===== config.mk =====
export PLATFORM = sky130hd
export DESIGN_NAME = smbus_config_regs_lockable
export DESIGN_NICKNAME = d
export VERILOG_FILES = /design/src/logic/smbus_cfg_pkg.sv /design/src/logic/pin_sync_chain.sv /design/src/logic/smbus_config_regs_lockable.sv
export SDC_FILE = /design/constraint.sdc
export NUM_CORES = 1
export LEC_CHECK = 0
export BUFFER_PORTS_ARGS = -buffer_cell sky130_fd_sc_hd__buf_2
export CAP_MARGIN = 10
export CORE_MARGIN = 2
export CORE_UTILIZATION = 23
export CTS_CLUSTER_SIZE = 8
export DETAILED_ROUTE_END_ITERATION = 8
export PLACE_DENSITY = 0.43
export SETUP_SLACK_MARGIN = 0.2
export SLEW_MARGIN = 20
export SYNTH_ARGS = -nofsm -noshare
export SYNTH_HDL_FRONTEND = slang
export SYNTH_HIERARCHICAL = 1
export SYNTH_SLANG_ARGS = --single-unit

===== constraint.sdc =====
create_clock -name i_clk -period 3.7 [get_ports i_clk]
set_input_delay 0.74 -clock i_clk [delete_from_list [all_inputs] [get_ports i_clk]]
set_output_delay 0.74 -clock i_clk [all_outputs]
set_load 0.05 [all_outputs]

===== src/logic/smbus_cfg_pkg.sv =====
// Constants and types for the lockable serial configuration register bank
// ============================================================================
// Function
// - Byte write: start, address+W, command, data, stop; acknowledge each byte
// - Byte read: address+W, command, repeated start, address+R, data, host NAK
// - Command MSB one means single byte access; low seven bits are offset
// - Write-disable bit set after write-enable was one locks everything until reset
// - When permanently locked, writes are still acknowledged but change nothing
// - Write-enable one unlocks configuration; zero relocks all bits but itself
// - Writes made while locked complete with acknowledges but alter nothing except the write-enable and write-disable bits
// - Write-enable change to the configuration lock takes effect only from the next block write
// - Byte zero bits four to one hold frequency select, loaded from straps
// - Output enable bits drive outputs when one; all reset to one
// - Respond only to the fixed seven-bit device address
// ============================================================================
`default_nettype none
package smbus_cfg_pkg;

  // Bus address and register offsets
  localparam logic [6:0] DEV_ADDR          = 7'h69;
  localparam logic [6:0] REG_FREQ_LOCK_OFS = 7'h00;
  localparam logic [6:0] REG_PCI_EN_OFS    = 7'h01;
  localparam logic [7:0] BLOCK_BYTE_COUNT  = 8'h02;

  // Field positions of byte zero
  localparam int WDIS_BIT = 7;
  localparam int TEST_BIT = 6;
  localparam int EN7_BIT  = 5;
  localparam int FS_MSB   = 4;
  localparam int FS_LSB   = 1;
  localparam int WEN_BIT  = 0;
  // Field position of byte one enables
  localparam int PCI_MSB  = 7;
  localparam int PCI_LSB  = 2;

  // Values after reset
  localparam logic       WEN_RST  = 1'b0;
  localparam logic       WDIS_RST = 1'b0;
  localparam logic       TEST_RST = 1'b0;
  localparam logic       EN7_RST  = 1'b1;
  localparam logic [5:0] PCI_RST  = 6'h3F;

  // Bit count at which a byte is complete
  localparam logic [3:0] BITS_PER_BYTE = 4'h8;
  localparam logic [3:0] LAST_TX_BIT   = 4'h7;

  // Serial engine states and byte positions
  typedef enum logic [2:0] {ST_IDLE, ST_RX, ST_ACK, ST_TX, ST_TXACK} state_t;
  typedef enum logic [1:0] {POS_ADDR, POS_CMD, POS_DATA} pos_t;

endpackage // smbus_cfg_pkg
`default_nettype wire


===== src/logic/pin_sync_chain.sv =====
// Two-stage synchroniser for pin inputs with a delayed copy for edge detection
`timescale 1ns/1ps
`default_nettype none
module pin_sync_chain
#(
  parameter int WIDTH = 6
)
(
  // Clock
  input  wire logic             i_clk,
  // Asynchronous pins
  input  wire logic [WIDTH-1:0] i_pins,
  // Synchronised level and its one-cycle delayed copy
  output logic      [WIDTH-1:0] o_sync,
  output logic      [WIDTH-1:0] o_dly
);

  // ==========================================================================
  // Per-bit flip-flop chain
  genvar b;
  generate
    for (b = 0; b < WIDTH; b = b + 1)
    begin : g_bit
      logic meta_ff;
      logic sync_ff;
      logic dly_ff;
      // First stage feeds only the second stage
      always_ff @(posedge i_clk)
      begin
        meta_ff <= i_pins[b];
        sync_ff <= meta_ff;
        dly_ff  <= sync_ff;
      end
      assign o_sync[b] = sync_ff;
      assign o_dly[b]  = dly_ff;
    end
  endgenerate

endmodule // pin_sync_chain
`default_nettype wire


===== src/logic/smbus_config_regs_lockable.sv =====
// Serial bus slave with lockable frequency and clock enable registers
`timescale 1ns/1ps
`default_nettype none
module smbus_config_regs_lockable
  import smbus_cfg_pkg::*;
(
  // Clock and reset
  input  wire logic       i_clk,
  input  wire logic       i_reset,
  // Serial bus pins (data is open drain)
  input  wire logic       i_scl,
  input  wire logic       i_sda,
  output logic            o_sda_out,
  output logic            o_sda_en_n,
  // Frequency select straps
  input  wire logic [3:0] i_fs_strap,
  // Synthesis and output gating controls
  output logic [3:0]      o_freq_select,
  output logic            o_bus_clock_out_seven_en,
  output logic            o_bus_clock_free_running_out_en,
  output logic            o_bus_clock_out_six_en,
  output logic            o_bus_clock_out_five_en,
  output logic            o_bus_clock_out_four_en,
  output logic            o_bus_clock_out_three_en,
  output logic            o_bus_clock_out_two_en
);

  // ==========================================================================
  // Pin synchronisation
  logic [5:0] pin_s;
  logic [5:0] pin_d;

  pin_sync_chain #(.WIDTH(6)) u_sync
  (
    .i_clk  (i_clk),
    .i_pins ({i_fs_strap, i_sda, i_scl}),
    .o_sync (pin_s),
    .o_dly  (pin_d)
  );

  // ==========================================================================
  // Declarations
  state_t     state_ff;
  pos_t       pos_ff;
  logic [3:0] bit_cnt_ff;
  logic [7:0] shift_ff;
  logic [7:0] tx_ff;
  logic [6:0] ptr_ff;
  logic       cnt_pend_ff;
  logic       blk_ff;
  logic       rd_mode_ff;
  logic       mack_ff;
  logic       we_ff;
  logic       wdis_ff;
  logic       test_ff;
  logic       en7_ff;
  logic [3:0] fs_ff;
  logic [5:0] pci_en_ff;
  logic       unlock_ff;

  // ==========================================================================
  // Bus condition decode
  wire       scl_s     = pin_s[0];
  wire       sda_s     = pin_s[1];
  wire       scl_d     = pin_d[0];
  wire       sda_d     = pin_d[1];
  wire [3:0] strap_s   = pin_s[5:2];
  wire       start_evt = scl_s & sda_d & ~sda_s;
  wire       stop_evt  = scl_s & ~sda_d & sda_s;
  wire       scl_rise  = scl_s & ~scl_d;
  wire       scl_fall  = ~scl_s & scl_d;

  // Byte completion events
  wire byte_done  = (state_ff == ST_RX) && scl_fall && (bit_cnt_ff == BITS_PER_BYTE);
  wire addr_hit   = (shift_ff[7:1] == DEV_ADDR);
  wire addr_evt   = byte_done && (pos_ff == POS_ADDR) && addr_hit;
  wire cmd_evt    = byte_done && (pos_ff == POS_CMD);
  wire data_evt   = byte_done && (pos_ff == POS_DATA);
  wire wr_evt     = data_evt && !cnt_pend_ff;
  wire unlock_upd = data_evt && cnt_pend_ff;
  wire ack_next   = (state_ff == ST_TXACK) && scl_fall && mack_ff;

  // Write qualification by lock state
  wire allow_cfg  = unlock_ff & ~wdis_ff;
  wire wr_b0      = wr_evt && (ptr_ff == REG_FREQ_LOCK_OFS) && !wdis_ff;
  wire wr_b0_cfg  = wr_b0 && allow_cfg;
  wire wr_b1      = wr_evt && (ptr_ff == REG_PCI_EN_OFS) && allow_cfg;
  wire wdis_set   = wr_b0 && shift_ff[WDIS_BIT] && we_ff;

  // Read data selection
  wire [7:0] rd_b0 = {wdis_ff, test_ff, en7_ff, fs_ff, we_ff};
  wire [7:0] rd_b1 = {pci_en_ff, 2'h0};
  wire [7:0] rd_at_ptr = (ptr_ff == REG_FREQ_LOCK_OFS) ? rd_b0 :
                         (ptr_ff == REG_PCI_EN_OFS)    ? rd_b1 : 8'h00;

  // ==========================================================================
  // Serial engine: receive, acknowledge, transmit
  always_ff @(posedge i_clk)
  begin
    if (i_reset)
    begin
      state_ff   <= ST_IDLE;
      pos_ff     <= POS_ADDR;
      bit_cnt_ff <= 4'h0;
      shift_ff   <= 8'h00;
      tx_ff      <= 8'h00;
      rd_mode_ff <= 1'b0;
      mack_ff    <= 1'b0;
    end
    else if (start_evt)
    begin
      state_ff   <= ST_RX;
      pos_ff     <= POS_ADDR;
      bit_cnt_ff <= 4'h0;
    end
    else if (stop_evt)
      state_ff <= ST_IDLE;
    else
    begin
      case (state_ff)
        ST_RX:
        begin
          if (scl_rise && (bit_cnt_ff != BITS_PER_BYTE))
          begin
            shift_ff   <= {shift_ff[6:0], sda_s};
            bit_cnt_ff <= bit_cnt_ff + 4'h1;
          end
          else if (byte_done)
          begin
            if ((pos_ff == POS_ADDR) && !addr_hit)
              state_ff <= ST_IDLE;
            else
              state_ff <= ST_ACK;
            if (addr_evt)
            begin
              rd_mode_ff <= shift_ff[0];
              tx_ff      <= blk_ff ? BLOCK_BYTE_COUNT : rd_at_ptr;
            end
          end
        end
        ST_ACK:
        begin
          if (scl_fall)
          begin
            bit_cnt_ff <= 4'h0;
            if (rd_mode_ff)
              state_ff <= ST_TX;
            else
            begin
              state_ff <= ST_RX;
              pos_ff   <= (pos_ff == POS_ADDR) ? POS_CMD : POS_DATA;
            end
          end
        end
        ST_TX:
        begin
          if (scl_fall)
          begin
            if (bit_cnt_ff == LAST_TX_BIT)
              state_ff <= ST_TXACK;
            tx_ff      <= {tx_ff[6:0], 1'b0};
            bit_cnt_ff <= bit_cnt_ff + 4'h1;
          end
        end
        ST_TXACK:
        begin
          if (scl_rise)
            mack_ff <= ~sda_s;
          else if (scl_fall)
          begin
            bit_cnt_ff <= 4'h0;
            if (mack_ff)
            begin
              state_ff <= ST_TX;
              tx_ff    <= rd_at_ptr;
            end
            else
              state_ff <= ST_IDLE;
          end
        end
        default:
          state_ff <= ST_IDLE;
      endcase
    end
  end

  // ==========================================================================
  // Offset pointer and block byte-count tracking
  always_ff @(posedge i_clk)
  begin
    if (i_reset)
    begin
      ptr_ff      <= 7'h00;
      cnt_pend_ff <= 1'b0;
      blk_ff      <= 1'b0;
    end
    else if (cmd_evt)
    begin
      ptr_ff      <= shift_ff[7] ? shift_ff[6:0] : 7'h00;
      cnt_pend_ff <= ~shift_ff[7];
      blk_ff      <= ~shift_ff[7];
    end
    else if (unlock_upd)
      cnt_pend_ff <= 1'b0;
    else if (wr_evt || ack_next || (addr_evt && shift_ff[0] && !blk_ff))
      ptr_ff <= ptr_ff + 7'h01;
  end

  // ==========================================================================
  // Configuration registers with write protection
  always_ff @(posedge i_clk)
  begin
    if (i_reset)
    begin
      we_ff     <= WEN_RST;
      wdis_ff   <= WDIS_RST;
      test_ff   <= TEST_RST;
      en7_ff    <= EN7_RST;
      fs_ff     <= strap_s;
      pci_en_ff <= PCI_RST;
      unlock_ff <= 1'b0;
    end
    else
    begin
      if (wr_b0)
        we_ff <= shift_ff[WEN_BIT];
      if (wdis_set)
        wdis_ff <= 1'b1;
      if (wr_b0_cfg)
      begin
        test_ff <= shift_ff[TEST_BIT];
        en7_ff  <= shift_ff[EN7_BIT];
        fs_ff   <= shift_ff[FS_MSB:FS_LSB];
      end
      if (wr_b1)
        pci_en_ff <= shift_ff[PCI_MSB:PCI_LSB];
      if (unlock_upd)
        unlock_ff <= we_ff;
    end
  end

  // ==========================================================================
  // Pin and control outputs
  assign o_sda_out  = 1'b0;
  assign o_sda_en_n = ~((state_ff == ST_ACK) || ((state_ff == ST_TX) && !tx_ff[7]));
  assign o_freq_select                   = fs_ff;
  assign o_bus_clock_out_seven_en        = en7_ff;
  assign o_bus_clock_free_running_out_en = pci_en_ff[5];
  assign o_bus_clock_out_six_en          = pci_en_ff[4];
  assign o_bus_clock_out_five_en         = pci_en_ff[3];
  assign o_bus_clock_out_four_en         = pci_en_ff[2];
  assign o_bus_clock_out_three_en        = pci_en_ff[1];
  assign o_bus_clock_out_two_en          = pci_en_ff[0];
endmodule // smbus_config_regs_lockable
`default_nettype wire


Word-level counts from Yosys, hierarchy flattened --
Cells that the tools add are included.
Storage, ports and cells: flip-flop bits (word level) 65, output and inout bits 13
Operators by class: add/sub/neg operators 2, eq/ne operators 29, muxes and demuxes 38, bitwise logic cells 18, reduce and logical (&&, ||, !) cells 48
Operators by type and width (number):
- $mux W8 | 10
- $ne A4 B4 Y1 const B | 8
- $mux W7 | 4
- $mux W4 | 6
- $pmux W8 S3 | 1
- $logic_and A1 B1 Y1 | 22
- $mux W3 | 7
- $ne A2 B2 Y1 const B | 10
- $pmux W4 S4 | 1
- $reduce_and A7 Y1 | 2
- $pmux W3 S4 | 1
- $reduce_and A4 Y1 | 3
- $not A1 Y1 | 11
- $reduce_and A10 Y1 | 1
- $mux W2 | 4
- $add A7 B1 Y7 const B | 1
- $and A1 B1 Y1 | 7
- $eq A7 B1 Y1 const B | 1
- $eq A7 B7 Y1 const B | 1
- $logic_not A7 Y1 | 1
- $eq A3 B2 Y1 const B | 2
- $reduce_and A6 Y1 | 1
- $reduce_bool A2 Y1 | 3
- $logic_not A1 Y1 | 5
- 17 further kinds | 22

Depth between registers and ports, before layout --
Gate-level depths: netlist (run 1).
depth after elaboration 12, gate-level depth with buffers 9, mapped depth without buffers 7

Hierarchy --
Netlist (run 1), hierarchy kept.
By module, submodules not included:
- smbus_config_regs_lockable | times used 1, cells an instance 348, area each 2952.8 um^2
- pin_sync_chain | times used 1, cells an instance 30, area each 450.4 um^2

Least setup slack after synthesis (run 1) --
No wires, ideal clock.
path kind reg2reg, start register bit_cnt_ff[0], end register pci_en_ff[4], setup time 120 ps, arrival 1946 ps, data required time 3580 ps, slack 1634 ps, cell stages (with the launch flop) 10, period minus slack after synthesis 2066 ps, path through dfxtp_1 inv_1 ha_1 and3b_1 clkbuf_1 nand4_1 nor4b_2 buf_4 nor2b_1 a211o_1
Between the ends: cells in the longest elaborated chain, start to end 6
RTL lines:
- start: declaration | RTL line smbus_config_regs_lockable.sv:45 | logic [3:0] bit_cnt_ff;
- start signal: assignment | RTL line smbus_config_regs_lockable.sv:126 | bit_cnt_ff <= bit_cnt_ff + 4'h1;
- start signal: assignment | RTL line smbus_config_regs_lockable.sv:162 | bit_cnt_ff <= bit_cnt_ff + 4'h1;
- $eq A4 B4 Y1 | RTL line smbus_config_regs_lockable.sv:74 | wire byte_done = (state_ff == ST_RX) && scl_fall && (bit_cnt_ff == BITS_PER_BYTE);
- $logic_and A1 B1 Y1 | RTL line smbus_config_regs_lockable.sv:74
- $logic_and A1 B1 Y1 | RTL line smbus_config_regs_lockable.sv:78 | wire data_evt = byte_done && (pos_ff == POS_DATA);
- $logic_and A1 B1 Y1 | RTL line smbus_config_regs_lockable.sv:79 | wire wr_evt = data_evt && !cnt_pend_ff;
- $logic_and A1 B1 Y1 (2 in series) | RTL line smbus_config_regs_lockable.sv:87 | wire wr_b1 = wr_evt && (ptr_ff == REG_PCI_EN_OFS) && allow_cfg;
- end signal: assignment | RTL line smbus_config_regs_lockable.sv:236 | pci_en_ff <= shift_ff[PCI_MSB:PCI_LSB];
- end: declaration | RTL line smbus_config_regs_lockable.sv:58 | logic [5:0] pci_en_ff;
No other way between the ends. A chain may end at the register's enable or synchronous reset.

Final worst setup path (run 1) --
start register state_ff[0], end register ptr_ff[1]
Between the ends: cells in the longest elaborated chain, start to end 10, elaborated cells on any way between the ends 20, those cells by class eq/ne: 3; mux: 1; reduce/logical: 16
RTL lines:
- start: declaration | RTL line smbus_config_regs_lockable.sv:43 | state_t state_ff;
- start signal: assignment | RTL line smbus_config_regs_lockable.sv:102 | state_ff <= ST_IDLE;
- start signal: assignment | RTL line smbus_config_regs_lockable.sv:112 | state_ff <= ST_RX;
- start signal: assignment | RTL line smbus_config_regs_lockable.sv:117 | state_ff <= ST_IDLE;
- $eq A3 B1 Y1 | RTL line smbus_config_regs_lockable.sv:74
- $logic_and A1 B1 Y1 (2 in series) | RTL line smbus_config_regs_lockable.sv:74
- $logic_and A1 B1 Y1 (2 in series) | RTL line smbus_config_regs_lockable.sv:76 | wire addr_evt = byte_done && (pos_ff == POS_ADDR) && addr_hit;
- $logic_and A1 B1 Y1 (2 in series) | RTL line smbus_config_regs_lockable.sv:205 | else if (wr_evt || ack_next || (addr_evt && shift_ff[0] && !blk_ff))
- $logic_or A1 B1 Y1 | RTL line smbus_config_regs_lockable.sv:205
- $reduce_bool A2 Y1 (no source line)
- $reduce_and A2 Y1 (no source line)
- end signal: assignment | RTL line smbus_config_regs_lockable.sv:199 | ptr_ff <= shift_ff[7] ? shift_ff[6:0] : 7'h00;
- end signal: assignment | RTL line smbus_config_regs_lockable.sv:206 | ptr_ff <= ptr_ff + 7'h01;
- end: declaration | RTL line smbus_config_regs_lockable.sv:48 | logic [6:0] ptr_ff;
Several ways; a longest one is shown, not always the timed one.

==> results by group, run 1 <==
Floorplanning
  – Die W: 124 um
  – IO Pins: 21
  – Die footprint: 15,300 um2
  – CORE AREA: 13,900 um2
  – Die Y: 124 um
  – Initial Util: 23.6%
  – Row cnt: 43

CTS
  – H-tree Lvls: 3
  – CTS buffer count: 9
  – Root Buffer: clkbuf_16
  – Setup Buffers After CTS: 0
  – Clk_lat worst skew: 0.34 ns
  – Post-CTS Hold Fix Bufs: 0
  – Worst-path clk slew: 0.06 ns
  – CTS Sinks: 65
  – Longest Clk Path Bufs: 2
  – # resized after CTS: 0
  – CTS tree: built

STA
  – Worst Max-Slew Pin Slew: 0.965 ns
  – Final min period: 2.58 ns
  – RSZ-0062 raised after global routing: no
  – Final setup skew: 0.00783 ns
  – Final Hold Viols: 0
  – TNS Setup: 0 ns
  – Finish-stage setup viols: 0
  – Slew Limit Headroom: 35.5%
  – Fin crit share: 69.8%
  – Hold Slack: 0.324 ns
  – F_max: 387 MHz
  – Final max-slew violation count: 0

Layout
  – Share of cells above drive strength 1: 14.6%
  – Final #Nets: 386
  – Antenna cells: 0
  – Area Growth Syn to Fin: 15.1%

Setup path
  – Worst setup SP type: register
  – CP endpoint kind: register
  – Maximum fanout along the worst path: 18
  – Kind of critical path: register to register
  – CP arrival: 2.82 ns
  – CP required: 3.94 ns

Routing
  – Total number of vias: 2,695
  – Post-DR vias/cell: 4.83
  – Residual DRC: 0
  – DR WL/cell: 14.8 um
  – Routed Antenna Nets: 0
  – WL final: 8.23 mm
  – TritonRoute pass-1 iters: 4
  – 1st-iter DRT viols: 84

Hold path
  – Hold WC Path Type: register to register

Power and ir drop
  – Pwr Total: 1.74 mW
  – Cell Pwr Density: 459 nW/um2
  – Lkg Pwr: 1.39 nW
  – Peak VDD IR: 0.359 mV

Synthesis
  – YS warnings: 6
  – Post-Synthesis Cells: 370
  – Syn Nets: 383
  – Synthesized area: 3290 um2
  – Mean Syn Cell Area: 8.90 um2

Global route
  – Antenna violations before repair: 0
  – First-pass GRT wire length: 13.5 mm
  – Total GRT Usage: 11.6%
  – Gr ovfl total: 0
  – Vias in the first global route: 2,614
  – Largest net degree at the start of global routing: 35

Place
  – Number of buffers added on ports: 19
  – HPWL after DPL: 5.72 mm
  – Gpl congestion: 0.784

Outcome
  – Outcome: finished clean

Job
  – MaxCap Viol Count: 0
## where the power goes
group | total [mW] | internal [mW] | switching (mW) | leakage, nW
clock | 0.918 | 0.593 | 0.325 | 0.157
combinational | 0.0866 | 0.0278 | 0.0588 | 0.691
sequential | 0.736 | 0.722 | 0.0144 | 0.538
## worst max-delay path, cell delays in order, from the launching register on
cell and delay [ns]:
dfxtp_1 0.61, or3b_1 0.54, nor4_4 0.86, a31oi_1 0.18, a311oi_1 0.29
## final timing paths
path / from / end / slack [ns] / cells after the start
hold / removal: u_sync/g_bit[1].meta_ff$_DFF_P_ / u_sync/g_bit[1].sync_ff$_DFF_P_ / 0.32 / 0
setup / recovery: state_ff[0]$_SDFFE_PP0P_ / ptr_ff[1]$_SDFFE_PP0P_ / 1.12 / 4
hold reg to reg: u_sync/g_bit[1].meta_ff$_DFF_P_ / u_sync/g_bit[1].sync_ff$_DFF_P_ / 0.32 / 0
setup reg to reg: state_ff[0]$_SDFFE_PP0P_ / ptr_ff[1]$_SDFFE_PP0P_ / 1.12 / 4
## state kept, by name, indices dropped and copies added, names as in the netlist, 3 cells and up
signal / flops
shift_ff: 8
tx_ff: 8
ptr_ff: 7
pci_en_ff: 6
u_sync/g_bit.meta_ff: 6
u_sync/g_bit.sync_ff: 6
bit_cnt_ff: 4
o_freq_select: 4
state_ff: 3
## placed cells by master (no fill, tap or decap), types with 4 or more instances in the layout
cell and instances:
a31oi_1 10, nand3b_1 4, nor2b_1 15, nand4_1 7
buf_2 19, nor2_1 28, nor3_1 12, edfxtp_1 4
a211o_1 7, o21ai_0 5, ha_1 5, o211a_1 9
a21oi_1 30, nor3b_1 5, and3_1 4, dfxtp_1 61
mux2_2 4, clkbuf_16 9, inv_1 11, nand2_1 31
nand2b_1 13, mux2i_1 9, nand3_1 15, o32ai_1 5
## area by class of cell
class,instances,area [um2]
Clock inverter,6,91.3
Clock buffer,10,229
Tap cell,180,225
Inverter,11,41.3
Timing Repair Buffer,21,110
Multi-Input combinational cell,265,1750
Fill cell,1460,10100
Sequential cell,65,1340
## per-layer routing
layer / track usage, % / wire [um] / vias up / part of all wire, %
met5: 0 / 0 / - / 0
li1: - / - / 1349 / -
met4: 5.18 / 169 / 0 / 2.1
met3: 2.75 / 227 / 14 / 2.8
met2: 18.3 / 3830 / 42 / 47
met1: 15.0 / 4000 / 1290 / 49
## per-stage QoR
step / setup slack (ns) / instance area, um2 / std cells / utilization, %
6_report: 1.12 / 3790 / 558 / 27.2
4_1_cts: 1.14 / 3790 / 558 / 27.2
5_1_grt: 0.888 / 3790 / 558 / 27.2
3_5_place_dp: 1.17 / 3470 / 542 / 24.9
3_3_place_gp: 1.18 / 3470 / 542 / 24.9
2_1_floorplan: 1.63 / 3290 / 370 / -
No activity file was read; power rests on OpenSTA's default activity.
==> inputs of run 2 (changes only) <==
Settings changed: PLACE_DENSITY 0.43 to 0.45.
Clock period 3.7 ns to 2.25 ns, I/O delays scaled along.
==> results by group, run 2 (synthesis results as in run 1) <==
Outcome
  – Outcome: finished clean

STA
  – Final setup margin: 0.290 ns (-0.829 ns)
  – Hold Slack: 0.218 ns (-0.106 ns)
  – Slew Limit Headroom: 56.9% (+21 points)
  – TNS Setup: 0 ns (unchanged)
  – Final min period: 1.96 ns (-0.621 ns)
  – Final Hold Viols: 0 (unchanged)
  – Final setup skew: 0.00771 ns (-0.000124 ns)
  – F_max: 510 MHz (+32%)
  – Final max-slew violation count: 0 (unchanged)
  – Worst Max-Slew Pin Slew: 0.647 ns (-0.319 ns)
  – RSZ-0062 raised after global routing: no
  – Fin crit share: 87.1% (+17 points)
  – Finish-stage setup viols: 0 (unchanged)

Routing
  – TritonRoute pass-1 iters: 4 (unchanged)
  – Total number of vias: 2,800 (+3.9%)
  – DR WL/cell: 14.5 um (-1.9%)
  – Residual DRC: 0 (unchanged)
  – Post-DR vias/cell: 4.79 (-0.90%)
  – 1st-iter DRT viols: 139 (+65%)
  – Routed Antenna Nets: 0 (unchanged)
  – WL final: 8.47 mm (+2.9%)

Hold path
  – Worst Hold Endpoint: u_sync/g_bit[5].meta_ff$_DFF_P_
  – WHS Path Cells: 1 (+1)
  – Hold path startpoint: i_fs_strap[3]
  – Hold WC Path Type: input pin to register

Layout
  – Commonest non-fill, non-tap cell in the layout: dfxtp_1
  – Largest regs: shift_ff x8, tx_ff x8, ptr_ff x7
  – Most frequent cells in the layout: dfxtp_1 (58), nand2_1 (30), a21oi_1 (30)
  – Area Growth Syn to Fin: 22.8%
  – FILL cells: 1,467 (+0.48%)
  – Share of cells above drive strength 1: 22.7% (+8.2 points)
  – Layout Utilization: 29.0% (+1.8 points)
  – Footprint of the multi-input gates: 1800 um2 (+2.5%)
  – Antenna cells: 0 (unchanged)
  – FF+latch area: 1350 um2 (+0.28%)
  – Final #Nets: 413 (+7.0%)

Setup path
  – Cell depth of the worst flop-to-flop path: 6 (+2)
  – Kind of critical path: register to register
  – Crit path buf inv count: 1 (+1)
  – Worst setup SP type: register
  – Maximum fanout along the worst path: 13 (-5)
  – Reg2Reg Setup Slack: 0.29 ns (-0.83 ns)
  – Crit-path leading delay family: simple AND/OR/NAND/NOR gates
  – Worst path slowest cell: or3b_2
  – Worst r2r src: state_ff[0]$_SDFFE_PP0P_
  – CP arrival: 2.18 ns (-0.64 ns)
  – CP endpoint kind: register
  – Slowest stage delay, CP: 0.52 ns (-0.34 ns)
  – Terminus of the critical flop-to-flop path: bit_cnt_ff[2]$_SDFFE_PP0P_
  – CP required: 2.47 ns (-1.47 ns)
  – CP cell instances: buf_4 -> or3b_2 -> nor2_1 -> o221ai_2 -> a2bb2o_4 -> a32o_1

Power and ir drop
  – Peak VDD IR: 0.406 mV (+13%)
  – Lkg Pwr: 1.55 nW (+12%)
  – Cell Pwr Density: 689 nW/um2 (+50%)
  – Pwr Total: 2.78 mW (+60%)

Job
  – MaxCap Viol Count: 0 (unchanged)

Global route
  – Total GRT Usage: 11.7% (+0.13 points)
  – Gr ovfl total: 0 (unchanged)
  – First-pass GRT wire length: 14.0 mm (+3.0%)
  – Antenna violations before repair: 0 (unchanged)
  – Largest net degree at the start of global routing: 34 (-2.9%)
  – Vias in the first global route: 2,698 (+3.2%)

Floorplanning
  – Row cnt: 43 (unchanged)
  – Die Y: 124 um (unchanged)
  – IO Pins: 21 (unchanged)
  – Die footprint: 15,300 um2 (unchanged)
  – CORE AREA: 13,900 um2 (unchanged)
  – Die W: 124 um (unchanged)
  – Initial Util: 23.6% (unchanged)

CTS
  – Root Buffer: clkbuf_16
  – Worst-path clk slew: 0.06 ns (about the same)
  – Clk_lat worst skew: 0.33 ns (about the same)
  – Longest Clk Path Bufs: 2 (unchanged)
  – CTS Sinks: 65 (unchanged)
  – H-tree Lvls: 3 (unchanged)
  – CTS tree: built
  – CTS buffer count: 9 (unchanged)
  – Post-CTS Hold Fix Bufs: 0 (unchanged)

Place
  – Gpl congestion: 0.754 (-3.7%)
  – Number of buffers added on ports: 19 (unchanged)
  – DP Worst Slack: 0.184 ns (-0.982 ns)
  – HPWL after DPL: 6.06 mm (+6.0%)
run 2: per-layer routing:
layer,routed length [um],track usage (%),vias to the layer above
li1,-,-,1397
met1,4140,15.7,1332
met2,3880,18.5,53
met3,278,2.61,18
met4,169,4.12,0
met5,0,0,-
run 2: worst max path at each step:
stage                                           from                          to  slack [ns]  cells after the start
final                       state_ff[0]$_SDFFE_PP0P_  bit_cnt_ff[2]$_SDFFE_PP0P_        0.29                      6
after global routing        state_ff[0]$_SDFFE_PP0P_  bit_cnt_ff[2]$_SDFFE_PP0P_        0.20                      6
after CTS                   state_ff[0]$_SDFFE_PP0P_  bit_cnt_ff[2]$_SDFFE_PP0P_        0.21                      6
after detailed placement  bit_cnt_ff[0]$_SDFFE_PP0P_  bit_cnt_ff[2]$_SDFFE_PP0P_        0.18                      8
after global placement    bit_cnt_ff[0]$_SDFFE_PP0P_  bit_cnt_ff[2]$_SDFFE_PP0P_        0.21                      8
after floorplan           bit_cnt_ff[0]$_SDFFE_PP0P_   pci_en_ff[4]$_SDFFE_PP1P_        0.22                      9
run 2: report_power, final:
group	leakage, nW	internal [mW]	switching, mW
Combinational	0.863	0.0581	0.105
Clock	0.146	0.866	0.547
Sequential	0.539	1.19	0.0212
run 2: metrics by stage:
| stage | area [um2] | std cells |
|---|---|---|
| global placement | 3660 | 566 |
| CTS | 3980 | 583 |
| global route | 4040 | 585 |
| detailed placement | 3660 | 566 |
| floorplan | 3290 | 370 |
| finish | 4040 | 585 |
run 2: worst reg2reg max path, delay by kind of cell, from the launching register on:
| kind | cells | cell delay (ns) |
|---|---|---|
| AND/OR/NAND/NOR | 2 | 0.66 |
| AO/OA/AOI/OAI | 3 | 0.66 |
| flip-flops | 1 | 0.34 |
| buffers and inverters | 1 | 0.19 |
run 2: area by class of cell:
class / instances / share of cell area, %
Multi-Input combinational cell: 265 / 44.4
Sequential cell: 65 / 33.3
Timing Repair Buffer: 48 / 8.20
Clock buffer: 9 / 5.57
Tap cell: 180 / 5.57
Clock inverter: 7 / 1.92
Inverter: 11 / 1.02
run 2: timing repair:
action                                  in CTS  in global routing
setup buffers                                1                  2
pin swaps                                    1                  1
endpoints found under the setup margin       2                 25
gates resized for setup                      1                 12
